===== config.mk =====
export PLATFORM = sky130hd
export DESIGN_NAME = tsr_regs
export DESIGN_NICKNAME = d
export VERILOG_FILES = /design/src/shared/tsr_pkg.sv /design/src/tsr_regs.sv
export VERILOG_INCLUDE_DIRS = /design/src /design/src/shared
export SDC_FILE = /design/constraint.sdc
export NUM_CORES = 1
export LEC_CHECK = 0
export ABC_AREA = 1
export BUFFER_PORTS_ARGS = -buffer_cell sky130_fd_sc_hd__buf_2
export CORE_MARGIN = 3
export CORE_UTILIZATION = 40
export DETAILED_ROUTE_END_ITERATION = 10
export GPL_TIMING_DRIVEN = 0
export HOLD_SLACK_MARGIN = 0.08
export SYNTH_ARGS = -nofsm -noshare
export SYNTH_HDL_FRONTEND = slang
export SYNTH_SLANG_ARGS = --single-unit

===== constraint.sdc =====
create_clock -name sys_clk -period 2.7 [get_ports sys_clk]
set_input_delay 0.54 -clock sys_clk [delete_from_list [all_inputs] [get_ports sys_clk]]
set_output_delay 0.54 -clock sys_clk [all_outputs]
set_load 0.005 [all_outputs]

===== src/shared/tsr_defs.svh =====
// constants of the temperature sensor register set
// assumes a 100 MHz system clock and a pointer-addressed serial access port
`ifndef TSR_DEFS_SVH
`define TSR_DEFS_SVH

// register pointers
`define TSR_PTR_RESULT 2'h0
`define TSR_PTR_CONFIG 2'h1
`define TSR_PTR_LOWER 2'h2
`define TSR_PTR_UPPER 2'h3

// reset values
`define TSR_RST_RESULT 16'h0000
`define TSR_RST_CONFIG 16'h0200
`define TSR_RST_LOWER 16'hf600
`define TSR_RST_UPPER 16'h3c00

// field layout
`define TSR_WORD_BITS 5'h10
`define TSR_RSVD_MASK 16'hfff8
`define TSR_MARK_BIT 3
`define TSR_CFG_WR_MASK 16'he780

// mode codes
`define TSR_MODE_OFF 2'h0
`define TSR_MODE_ONE 2'h1

// timing: clock period and conversion periods per rate code
`define TSR_CLK_NS 10
`define TSR_PER0_MS 4000
`define TSR_PER1_MS 1000
`define TSR_PER2_MS 250
`define TSR_PER3_US 125000
`define TSR_NS_PER_MS 1000000
`define TSR_NS_PER_US 1000

// 12-bit signed limits of the normal format
`define TSR_NORM_MAX 13'h07ff
`define TSR_NORM_MIN 13'h1800

`endif


===== src/shared/tsr_pkg.sv =====
// types shared by the temperature sensor register set
// assumes nothing beyond the constants header
`default_nettype none
package tsr_pkg;

    // operating configuration word, msb first
    typedef struct packed {
        logic int_en;
        logic [1:0] rate_sel;
        logic over_limit_ind;
        logic under_limit_ind;
        logic flag_hold_sel;
        logic [1:0] mode;
        logic wide_range_sel;
        logic [6:0] rsvd;
    } tsr_cfg_t;

    // register access port: one transfer is start, bits, stop
    typedef struct packed {
        logic start;
        logic rnw;
        logic [1:0] ptr;
        logic stop;
        logic bit_vld;
        logic bit_val;
        logic bit_take;
    } tsr_acc_t;

endpackage : tsr_pkg
`default_nettype wire


===== src/tsr_regs.sv =====
// register set and limit compare of a digital temperature sensor
// assumes command framing and device addressing sit outside and hand
// over a pointer, a direction and single data bits, least first
`timescale 1ns/1ps
`default_nettype none
`include "tsr_defs.svh"

module tsr_regs #(
    parameter int PER0_CYC =
        `TSR_PER0_MS * (`TSR_NS_PER_MS / `TSR_CLK_NS),
    parameter int PER1_CYC =
        `TSR_PER1_MS * (`TSR_NS_PER_MS / `TSR_CLK_NS),
    parameter int PER2_CYC =
        `TSR_PER2_MS * (`TSR_NS_PER_MS / `TSR_CLK_NS),
    parameter int PER3_CYC =
        `TSR_PER3_US * `TSR_NS_PER_US / `TSR_CLK_NS,
    parameter int TW = 29
) (
    input wire logic sys_clk,
    input wire logic nrst,
    input wire tsr_pkg::tsr_acc_t acc,
    output logic rd_bit,
    input wire logic conv_done,
    input wire logic [12:0] conv_value,
    output logic conv_start,
    output logic alert_en,
    output logic over_limit_ind,
    output logic under_limit_ind,
    output logic [15:0] result_word
);

    // keep the threshold reserved bits clear
    function automatic logic [15:0] clr_rsvd(input logic [15:0] w);
        clr_rsvd = w & `TSR_RSVD_MASK;
    endfunction : clr_rsvd

    // compare operand: 13 bits, bit 3 dropped in normal format
    function automatic logic signed [12:0] cmp_val(
        input logic [15:0] w,
        input logic wide
    );
        cmp_val = wide ? w[15:3] : {w[15:4], 1'b0};
    endfunction : cmp_val

    // mask of the low n bits of a word
    function automatic logic [15:0] low_mask(input logic [4:0] n);
        logic [16:0] m;
        m = (17'h00001 << n) - 17'h00001;
        low_mask = m[15:0];
    endfunction : low_mask

    // clamp a 13-bit reading into the 12-bit signed range
    function automatic logic [11:0] sat12(input logic [12:0] v);
        logic signed [12:0] s;
        s = v;
        if (s > $signed(`TSR_NORM_MAX)) begin
            sat12 = 12'h7ff;
        end else if (s < $signed(`TSR_NORM_MIN)) begin
            sat12 = 12'h800;
        end else begin
            sat12 = v[11:0];
        end
    endfunction : sat12

    // register state
    tsr_pkg::tsr_cfg_t cfg_q, cfg_d;
    logic [15:0] lower_q, lower_d;
    logic [15:0] upper_q, upper_d;
    logic [15:0] result_q, result_d;

    // transfer state
    logic active_q;
    logic rnw_q;
    logic [1:0] ptr_q;
    logic [4:0] cnt_q;
    logic [15:0] shreg_q, shreg_d;

    // conversion pacing
    logic [TW-1:0] tmr_q;
    logic start_q;
    logic shot_q;

    // access decode
    wire logic wr_bit_ok;
    wire logic rd_shift_ok;
    wire logic commit;
    wire logic cfg_wr;
    wire logic lower_wr;
    wire logic upper_wr;
    wire logic cfg_rd_start;
    wire logic flag_clr;

    assign wr_bit_ok = active_q && !rnw_q && acc.bit_vld
        && (cnt_q != `TSR_WORD_BITS);
    assign rd_shift_ok = active_q && rnw_q && acc.bit_take;
    assign commit = active_q && !rnw_q && acc.stop;
    assign cfg_wr = commit && (ptr_q == `TSR_PTR_CONFIG);
    assign lower_wr = commit && (ptr_q == `TSR_PTR_LOWER);
    assign upper_wr = commit && (ptr_q == `TSR_PTR_UPPER);
    assign cfg_rd_start = acc.start && acc.rnw
        && (acc.ptr == `TSR_PTR_CONFIG);
    // the snapshot below captures the flags before the clear acts
    assign flag_clr = cfg_rd_start && !cfg_q.flag_hold_sel;

    // received bits sit at the top after cnt shifts; align and merge
    // so a one-byte write changes only the low byte
    wire logic [4:0] gap;
    wire logic [15:0] rx_word;
    wire logic [15:0] rx_mask;

    assign gap = 5'(`TSR_WORD_BITS - cnt_q);
    assign rx_word = shreg_q >> gap;
    assign rx_mask = low_mask(cnt_q);

    function automatic logic [15:0] merge(input logic [15:0] old);
        merge = (old & ~rx_mask) | (rx_word & rx_mask);
    endfunction : merge

    // read mux
    wire logic [15:0] rd_word;

    assign rd_word =
        (acc.ptr == `TSR_PTR_RESULT) ? result_q :
        (acc.ptr == `TSR_PTR_CONFIG) ? 16'(cfg_q) :
        (acc.ptr == `TSR_PTR_LOWER) ? lower_q : upper_q;

    // new conversion result in the selected format
    wire logic [15:0] new_res;
    wire logic signed [12:0] res_c;
    wire logic signed [12:0] low_c;
    wire logic signed [12:0] high_c;
    wire logic below;
    wire logic above;

    assign new_res = cfg_q.wide_range_sel
        ? {conv_value, 3'h0}
        : {sat12(conv_value), 4'h0};
    assign res_c = cmp_val(new_res, cfg_q.wide_range_sel);
    assign low_c = cmp_val(lower_q, cfg_q.wide_range_sel);
    assign high_c = cmp_val(upper_q, cfg_q.wide_range_sel);
    assign below = conv_done && (res_c < low_c);
    assign above = conv_done && (res_c > high_c);

    // configuration next value
    wire logic [15:0] cfg_in;
    wire logic [15:0] cfg_keep;

    assign cfg_in = merge(16'(cfg_q));
    assign cfg_keep = 16'(cfg_q) & ~`TSR_CFG_WR_MASK;

    always_comb begin
        cfg_d = cfg_q;
        if (cfg_wr) begin
            // only enable, rate, hold, mode and format take writes
            cfg_d = tsr_pkg::tsr_cfg_t'(
                (cfg_in & `TSR_CFG_WR_MASK) | cfg_keep);
        end
        cfg_d.rsvd = 7'h00;
        // a crossing in the clearing cycle still sets its flag
        if (flag_clr) begin
            cfg_d.over_limit_ind = 1'b0;
            cfg_d.under_limit_ind = 1'b0;
        end
        if (above) begin
            cfg_d.over_limit_ind = 1'b1;
        end
        if (below) begin
            cfg_d.under_limit_ind = 1'b1;
        end
    end

    // threshold next values
    wire logic [15:0] lower_in;
    wire logic [15:0] upper_in;

    assign lower_in = clr_rsvd(merge(lower_q));
    assign upper_in = clr_rsvd(merge(upper_q));

    always_comb begin
        lower_d = lower_q;
        if (lower_wr) begin
            lower_d = lower_in;
            if (!cfg_q.wide_range_sel) begin
                lower_d[`TSR_MARK_BIT] = lower_q[`TSR_MARK_BIT];
            end
        end
    end

    always_comb begin
        upper_d = upper_q;
        if (upper_wr) begin
            upper_d = upper_in;
            if (!cfg_q.wide_range_sel) begin
                upper_d[`TSR_MARK_BIT] = upper_q[`TSR_MARK_BIT];
            end
        end
    end

    assign result_d = conv_done ? new_res : result_q;

    // shift register: loads on read start, shifts right either way
    always_comb begin
        shreg_d = shreg_q;
        if (acc.start) begin
            shreg_d = acc.rnw ? rd_word : 16'h0000;
        end else if (wr_bit_ok) begin
            shreg_d = {acc.bit_val, shreg_q[15:1]};
        end else if (rd_shift_ok) begin
            shreg_d = {1'b0, shreg_q[15:1]};
        end
    end

    // conversion pacing
    wire logic [TW-1:0] period;
    wire logic continuous;
    wire logic tick;
    wire logic shot_req;

    assign period =
        (cfg_q.rate_sel == 2'h0) ? TW'(PER0_CYC - 1) :
        (cfg_q.rate_sel == 2'h1) ? TW'(PER1_CYC - 1) :
        (cfg_q.rate_sel == 2'h2) ? TW'(PER2_CYC - 1) :
        TW'(PER3_CYC - 1);
    assign continuous = cfg_q.mode[1];
    assign tick = continuous && (tmr_q >= period);
    // one shot fires once per write of the one-shot code
    assign shot_req = cfg_wr
        && (cfg_d.mode == `TSR_MODE_ONE);

    always_ff @(posedge sys_clk or negedge nrst) begin
        if (!nrst) begin
            cfg_q <= tsr_pkg::tsr_cfg_t'(`TSR_RST_CONFIG);
            lower_q <= `TSR_RST_LOWER;
            upper_q <= `TSR_RST_UPPER;
            result_q <= `TSR_RST_RESULT;
        end else begin
            cfg_q <= cfg_d;
            lower_q <= lower_d;
            upper_q <= upper_d;
            result_q <= result_d;
        end
    end

    always_ff @(posedge sys_clk or negedge nrst) begin
        if (!nrst) begin
            active_q <= 1'b0;
            rnw_q <= 1'b0;
            ptr_q <= `TSR_PTR_RESULT;
            shreg_q <= 16'h0000;
        end else begin
            active_q <= acc.start || (active_q && !acc.stop);
            rnw_q <= acc.start ? acc.rnw : rnw_q;
            ptr_q <= acc.start ? acc.ptr : ptr_q;
            shreg_q <= shreg_d;
        end
    end

    // bit count saturates at one word; extra bits are dropped
    always_ff @(posedge sys_clk or negedge nrst) begin
        if (!nrst) begin
            cnt_q <= 5'h00;
        end else if (acc.start) begin
            cnt_q <= 5'h00;
        end else if (wr_bit_ok) begin
            cnt_q <= cnt_q + 5'h01;
        end
    end

    // timer restarts whenever conversion is not continuous
    always_ff @(posedge sys_clk or negedge nrst) begin
        if (!nrst) begin
            tmr_q <= '0;
        end else if (!continuous || tick) begin
            tmr_q <= '0;
        end else begin
            tmr_q <= tmr_q + TW'(1);
        end
    end

    always_ff @(posedge sys_clk or negedge nrst) begin
        if (!nrst) begin
            shot_q <= 1'b0;
            start_q <= 1'b0;
        end else begin
            shot_q <= shot_req;
            start_q <= tick || shot_q;
        end
    end

    // outputs
    assign rd_bit = shreg_q[0];
    assign conv_start = start_q;
    assign alert_en = cfg_q.int_en;
    assign over_limit_ind = cfg_q.over_limit_ind;
    assign under_limit_ind = cfg_q.under_limit_ind;
    assign result_word = result_q;

endmodule : tsr_regs
`default_nettype wire


==> flow_metrics.env, run 1 <==
export IMPL_grt_usage=0.210
export IMPL_finalHoldViolCount=0
export IMPL_grt_pass1_wl_mm=33.8
export IMPL_ir_worst_vdd_uv=316
export IMPL_status="complete, no violations"
export IMPL_worstMarginPinSlew_ns=0.591
export IMPL_worstSkewPairLatency_ns=0.36
export IMPL_r2r_end="tmr_q[11]$_DFF_PN0_"
export IMPL_fmax_ghz=0.403
export IMPL_synth_top_cell_area_share=0.313
export IMPL_gp_congestion=0.874
export IMPL_finalCritPeriodShare=0.919
export IMPL_core_rowCount=49
export IMPL_finalSetupViolations=0
export IMPL_grt_max_degree=70
export IMPL_r2r_slack_ns=0.22
export IMPL_worst_hold_slack_ns=0.138
export IMPL_n_fill_cell=1874
export IMPL_maxCapViolCount=0
export IMPL_cp_arrival_ns=2.72
export IMPL_async_flop_share=1.00
export IMPL_wl_per_cell_um=15.3
export IMPL_setup_worst_path_end="tmr_q[11]$_DFF_PN0_"
export IMPL_clk_path_buf_depth=2
export IMPL_power_density_nw_per_um2=584
export IMPL_tns_ns=0
export IMPL_die_h_um=142
export IMPL_cp_end_kind="flip-flop"
export IMPL_drc=0
export IMPL_grt_pass1_vias=6568
export IMPL_ys_ff_latch=104
export IMPL_cts_inserted_buffers=9
export IMPL_die_area_um2=20300
export IMPL_fin_nets=1189
export IMPL_synth_cell_types=42
export IMPL_routed_wl_mm=20.5
export IMPL_synth_edf_count=0
export IMPL_drive_gt1_frac=0.105
export IMPL_timing_worst_setup_path_type="reg2reg"
export IMPL_yosysTopAreaCell="dfrtp_1"
export IMPL_die_w_um=142
export IMPL_p_leak_nw=4.01
export IMPL_ios=45
export IMPL_antenna_left=0
export IMPL_hold_buffers=0
export IMPL_numPortBuffers=40
export IMPL_cts_tree="yes"
export IMPL_dr_pass1_iters=5
export IMPL_cp_max_fo=10
export IMPL_vias=6995
export IMPL_area_growth_pct=11.4
export IMPL_clockRootBuffer="clkbuf_16"
export IMPL_syn_area_per_cell_um2=7.08
export IMPL_diodes=0
export IMPL_slew_headroom=0.604
export IMPL_start_util=0.411
export IMPL_clock_sinks=104
export IMPL_final_cells=1339
export IMPL_total_power_mw=4.84
export IMPL_hold_class="in2async"
export IMPL_syn_instance_count=1051
export IMPL_antenna_found_initial=0
export IMPL_critPathLaunchType="flip-flop"
export IMPL_drv_slew=0
export IMPL_ys_flop_type="dfrtp_1"
export IMPL_clkSlewWorstSetupHoldPaths_ns=0.08
export IMPL_detail_route_iter0_violations=459
export IMPL_yosysWarnings=0
export IMPL_dp_cells=1323
export IMPL_crit_required_ns=2.94
export IMPL_overflow=0
export IMPL_min_period_ns=2.48
export IMPL_hpwl_mm=16.4
export IMPL_fin_worst_skew_ns=0.0115
export IMPL_core_um2=18100
export IMPL_htreeDepth=3
export IMPL_synth_area_um2=7440
export IMPL_ff2ff_path_depth=13
export IMPL_synth_area_leaders="dfrtp_1 (31%), nand2_1 (14%), ha_1 (10%), nor2_1 (5.9%), inv_1 (5.7%)"
export IMPL_via_per_inst=5.22
export IMPL_ys_seq_area_frac=0.352
## synthesized netlist by cell type, types with 2 or more instances
cell / number
o22ai_1: 2
o211ai_1: 4
inv_2: 8
nor2_2: 3
a31oi_1: 12
buf_4: 5
xnor2_1: 8
clkbuf_1: 20
nor2_4: 5
o2111ai_1: 5
nor2_1: 116
buf_1: 2
buf_2: 3
o21a_1: 2
ha_1: 60
nor3_1: 10
nand2_1: 278
o21ai_0: 75
nand2_2: 7
xor2_1: 17
nor3_2: 3
nand4_1: 29
dfrtp_1: 93
o31ai_1: 2
a21oi_1: 44
o21ai_1: 17
a22oi_1: 3
nand3_1: 81
inv_1: 113
dfstp_2: 11
nand3_2: 2
## cell usage in the layout (no fill, tap or decap), types with 2 or more instances in the layout
master	count
nand2_1	278
nor2_1	114
inv_1	113
dfrtp_1	90
nand3_1	81
o21ai_0	73
ha_1	59
a21oi_1	44
buf_2	41
nand4_1	29
o21ai_1	19
xor2_1	17
clkbuf_1	16
a31oi_1	12
dfstp_2	11
nor3_1	10
clkbuf_16	9
xnor2_1	8
inv_2	7
nand2_2	7
buf_4	7
nor2_4	6
o2111ai_1	5
nor2_2	4
clkbuf_2	4
o211ai_1	4
clkinvlp_4	3
a22oi_1	3
nor3_2	3
dfrtp_2	3
conb_1	3
buf_1	2
o31ai_1	2
nand3_2	2
o21a_1	2
o22ai_1	2
clkbuf_8	2
## repair_timing
action | CTS | global route
setup buffers | 0 | 3
resized for setup | 8 | 11
endpoints found under the setup margin | 48 | 69
pin swaps | 0 | 1
## how the worst min path moves through the flow
| stage | from | to | slack [ns] | cells past startpoint |
|---|---|---|---|---|
| 2_1_floorplan | nrst | async pin | 0.24 | 0 |
| 3_3_place_gp | shot_q$_DFF_PN0_ | conv_start$_DFF_PN0_ | 0.42 | 2 |
| 3_5_place_dp | shot_q$_DFF_PN0_ | conv_start$_DFF_PN0_ | 0.42 | 2 |
| 4_1_cts | nrst | tmr_q[3]$_DFF_PN0_ | 0.16 | 1 |
| 5_1_grt | nrst | tmr_q[3]$_DFF_PN0_ | 0.18 | 1 |
| 6_report | nrst | tmr_q[3]$_DFF_PN0_ | 0.14 | 1 |
## critical path, cell delays in order, from the launching register on
cell	delay [ns]
dfrtp_2	0.48
buf_4	0.16
ha_1	0.22
nor2_4	0.12
inv_1	0.09
ha_1	0.33
nand4_1	0.12
nor2_1	0.12
o21ai_1	0.08
nand3_1	0.10
nand3_1	0.10
nand3_1	0.13
buf_2	0.24
nor2_1	0.07
## cell families after synthesis
logic type,share of synthesized area
buffers and inverters,0.0797
DFF,0.352
and+or+nand+nor,0.312
adders and majority gates,0.101
other,0.000504
AOI/OAI and AO/OA,0.126
xor gates and xnor gates,0.0294
## stage by stage
stage / instance area [um^2] / util / setup WS (ns)
after floorplan: 7450 / - / 0.467
after global placement: 7930 / 0.439 / -0.275
after detailed placement: 7960 / 0.440 / -0.319
after CTS: 8260 / 0.457 / 0.00601
after global routing: 8290 / 0.458 / -0.00629
final: 8290 / 0.458 / 0.220
## power breakdown
| group | switching, mW | internal, mW | total (mW) |
|---|---|---|---|
| registers | 0.172 | 1.79 | 1.96 |
| clock network | 0.618 | 0.678 | 1.30 |
| logic | 1.03 | 0.548 | 1.58 |
| total | 1.82 | 3.02 | 4.84 |
## layer usage
layer / up-vias / wire length [um] / global-route usage
met1: 3254 / 9590 / 0.287
met4: 0 / 446 / 0.0630
met2: 152 / 9820 / 0.347
met5: - / 0 / 0
li1: 3561 / - / -
met3: 28 / 687 / 0.0299
## layout make-up
cell class                      count  area [um^2]  area share
Buffer                             27          128      0.0154
Clock buffer                       12          256      0.0310
Clock inverter                      4         28.8     0.00347
Inverter                          122          464      0.0560
Multi-Input combinational cell    797         4250       0.513
Sequential cell                   104         2620       0.316
Tap cell                          229          287      0.0346
Timing Repair Buffer               44          253      0.0305
Power figures use the tool's default switching activity.
==> inputs of run 2 (changes only) <==
--- a/config.mk
+++ b/config.mk
@@ -8,11 +8,14 @@
 export LEC_CHECK = 0
 export ABC_AREA = 1
 export BUFFER_PORTS_ARGS = -buffer_cell sky130_fd_sc_hd__buf_2
+export CELL_PAD_IN_SITES_DETAIL_PLACEMENT = 1
+export CELL_PAD_IN_SITES_GLOBAL_PLACEMENT = 1
 export CORE_MARGIN = 3
 export CORE_UTILIZATION = 40
 export DETAILED_ROUTE_END_ITERATION = 10
 export GPL_TIMING_DRIVEN = 0
 export HOLD_SLACK_MARGIN = 0.08
+export PLACE_DENSITY_LB_ADDON = 0.1
 export SYNTH_ARGS = -nofsm -noshare
 export SYNTH_HDL_FRONTEND = slang
 export SYNTH_SLANG_ARGS = --single-unit
==> run 2 against run 1 <==
Against the previous run: sequential share of layout area is 0.18 points lower; final area is 0.56% higher; wire length is 18% higher; sequential power hardly changed; worst hold slack better by 0.10 ns; die area stayed put; first-iteration DRC count is 24% lower; count of clock-buffer cells in the layout is 1 lower; largest cell class unchanged; largest power group unchanged; highest routed layer unchanged.
==> flow_metrics.env, run 2 (same netlist as run 1, synthesis figures left out) <==
export IMPL_core_rowCount=49
export IMPL_htreeDepth=3
export IMPL_cts_inserted_buffers=9
export IMPL_grt_pass1_wl_mm=39.6
export IMPL_p_leak_nw=4.04
export IMPL_cp_arrival_ns=2.68
export IMPL_core_um2=18100
export IMPL_power_frac_comb=0.324
export IMPL_grt_max_degree=55
export IMPL_wl_per_cell_um=18.1
export IMPL_cts_tree="yes"
export IMPL_path_common_cell="nor2_1"
export IMPL_critPathLaunchType="flip-flop"
export IMPL_antenna_left=0
export IMPL_p_int_mw=3.10
export IMPL_grt_pass1_vias=7386
export IMPL_worstMarginPinSlew_ns=0.756
export IMPL_detail_route_iter0_violations=349
export IMPL_vias=7130
export IMPL_worstSkewPairLatency_ns=0.37
export IMPL_finalCritPeriodShare=0.911
export IMPL_clockRootBuffer="clkbuf_16"
export IMPL_fin_worst_skew_ns=0.0151
export IMPL_drv_slew=0
export IMPL_worst_hold_slack_ns=0.238
export IMPL_min_period_ns=2.46
export IMPL_path_buf_inv=3
export IMPL_cp_max_fo=19
export IMPL_fin_util=0.461
export IMPL_start_util=0.411
export IMPL_crit_path_cell_trace="inv_4, ha_1, nand2_1, nor2_1, ha_1, nor2_1, nand2_1, inv_1, nor2_1, nand2_1, buf_2, nor2_1, a31oi_1"
export IMPL_power_switching_mw=1.96
export IMPL_gp_congestion=0.872
export IMPL_cpMaxStageDelayCell="dfrtp_2"
export IMPL_layout_commonest_cell="nand2_1"
export IMPL_critPathLaunch="cnt_q[0]$_DFFE_PN0P_"
export IMPL_hpwl_mm=19.5
export IMPL_antenna_found_initial=0
export IMPL_dp_cells=1323
export IMPL_tns_ns=0
export IMPL_timing_worst_setup_path_type="reg2reg"
export IMPL_die_w_um=142
export IMPL_die_h_um=142
export IMPL_final_cells=1340
export IMPL_r2r_end="shreg_q[10]$_DFFE_PN0P_"
export IMPL_clk_path_buf_depth=2
export IMPL_maxCapViolCount=0
export IMPL_clock_sinks=104
export IMPL_most_common_layout_cells="nand2_1 (278), inv_1 (113), nor2_1 (112)"
export IMPL_seqPwrFrac=0.392
export IMPL_r2r_slack_ns=0.24
export IMPL_via_per_inst=5.32
export IMPL_total_power_mw=5.06
export IMPL_crit_family="simple AND/OR/NAND/NOR gates"
export IMPL_finalHoldViolCount=0
export IMPL_sw_frac_of_total=0.387
export IMPL_critical_path_max_stage_delay_ns=0.49
export IMPL_diodes=0
export IMPL_drive_gt1_frac=0.109
export IMPL_hold_class="in2async"
export IMPL_status="complete, no violations"
export IMPL_power_density_nw_per_um2=608
export IMPL_fmax_ghz=0.406
export IMPL_dr_pass1_iters=5
export IMPL_overflow=0
export IMPL_clkPwrFrac=0.285
export IMPL_ff2ff_path_depth=13
export IMPL_routed_wl_mm=24.3
export IMPL_slew_headroom=0.496
export IMPL_clkSlewWorstSetupHoldPaths_ns=0.08
export IMPL_numPortBuffers=40
export IMPL_crit_required_ns=2.92
export IMPL_rsz0062_at_grt="false"
export IMPL_fin_nets=1190
export IMPL_ir_worst_vdd_uv=344
export IMPL_area_growth_pct=12.0
export IMPL_ios=45
export IMPL_finalSetupViolations=0
export IMPL_drc=0
export IMPL_cp_end_kind="flip-flop"
export IMPL_worstReg2RegStart="cnt_q[0]$_DFFE_PN0P_"
export IMPL_die_area_um2=20300
export IMPL_grt_usage=0.248
==> run 2: per-layer routing <==
metal  vias up  track usage  wire length, um
li1       3552            -                -
met1      3492        0.319            11100
met2        64        0.446            12500
met3        22       0.0410              474
met4         0       0.0430              320
met5         -            0                0
==> run 2: power groups by stage <==
stage               clock, mW  sequential [mW]  combinational [mW]
floorplan                   0             1.94                1.08
global placement            0             1.98                1.59
detailed placement          0             1.99                1.64
CTS                      1.47             1.96                1.66
global route             1.51             2.01                1.89
finish                   1.44             1.98                1.64
==> run 2: stage by stage <==
stage	cell area (um^2)	setup WS (ns)
final	8330	0.239
after global routing	8330	0.00860
after CTS	8280	-0.00999
after detailed placement	7960	-0.392
after global placement	7930	-0.316
after floorplan	7450	0.467
==> run 2: layout make-up <==
cell class | instances | area [um^2]
Buffer | 26 | 124
Inverter | 122 | 464
Sequential cell | 104 | 2620
Timing Repair Buffer | 46 | 268
Clock buffer | 11 | 243
Fill cell | 2366 | 9750
Tap cell | 229 | 287
Multi-Input combinational cell | 797 | 4260
Clock inverter | 5 | 67.6
==> run 2: repair_timing <==
item	4_1_cts	5_1_grt
hold buffers	0	0
setup buffers	1	4
endpoints found under the setup margin	65	63
pin swaps	0	1
endpoints found under the hold margin	0	0
gates resized for setup	6	17
cloned	0	0
==> run 2: how the worst max path moves through the flow <==
| stage | endpoint | slack [ns] | cells after the start |
|---|---|---|---|
| 2_1_floorplan | tmr_q[18]$_DFF_PN0_ | 0.47 | 14 |
| 3_3_place_gp | tmr_q[18]$_DFF_PN0_ | -0.32 | 14 |
| 3_5_place_dp | tmr_q[24]$_DFF_PN0_ | -0.39 | 14 |
| 4_1_cts | tmr_q[24]$_DFF_PN0_ | -0.01 | 14 |
| 5_1_grt | shreg_q[10]$_DFFE_PN0P_ | 0.009 | 13 |
| 6_report | shreg_q[10]$_DFFE_PN0P_ | 0.24 | 13 |
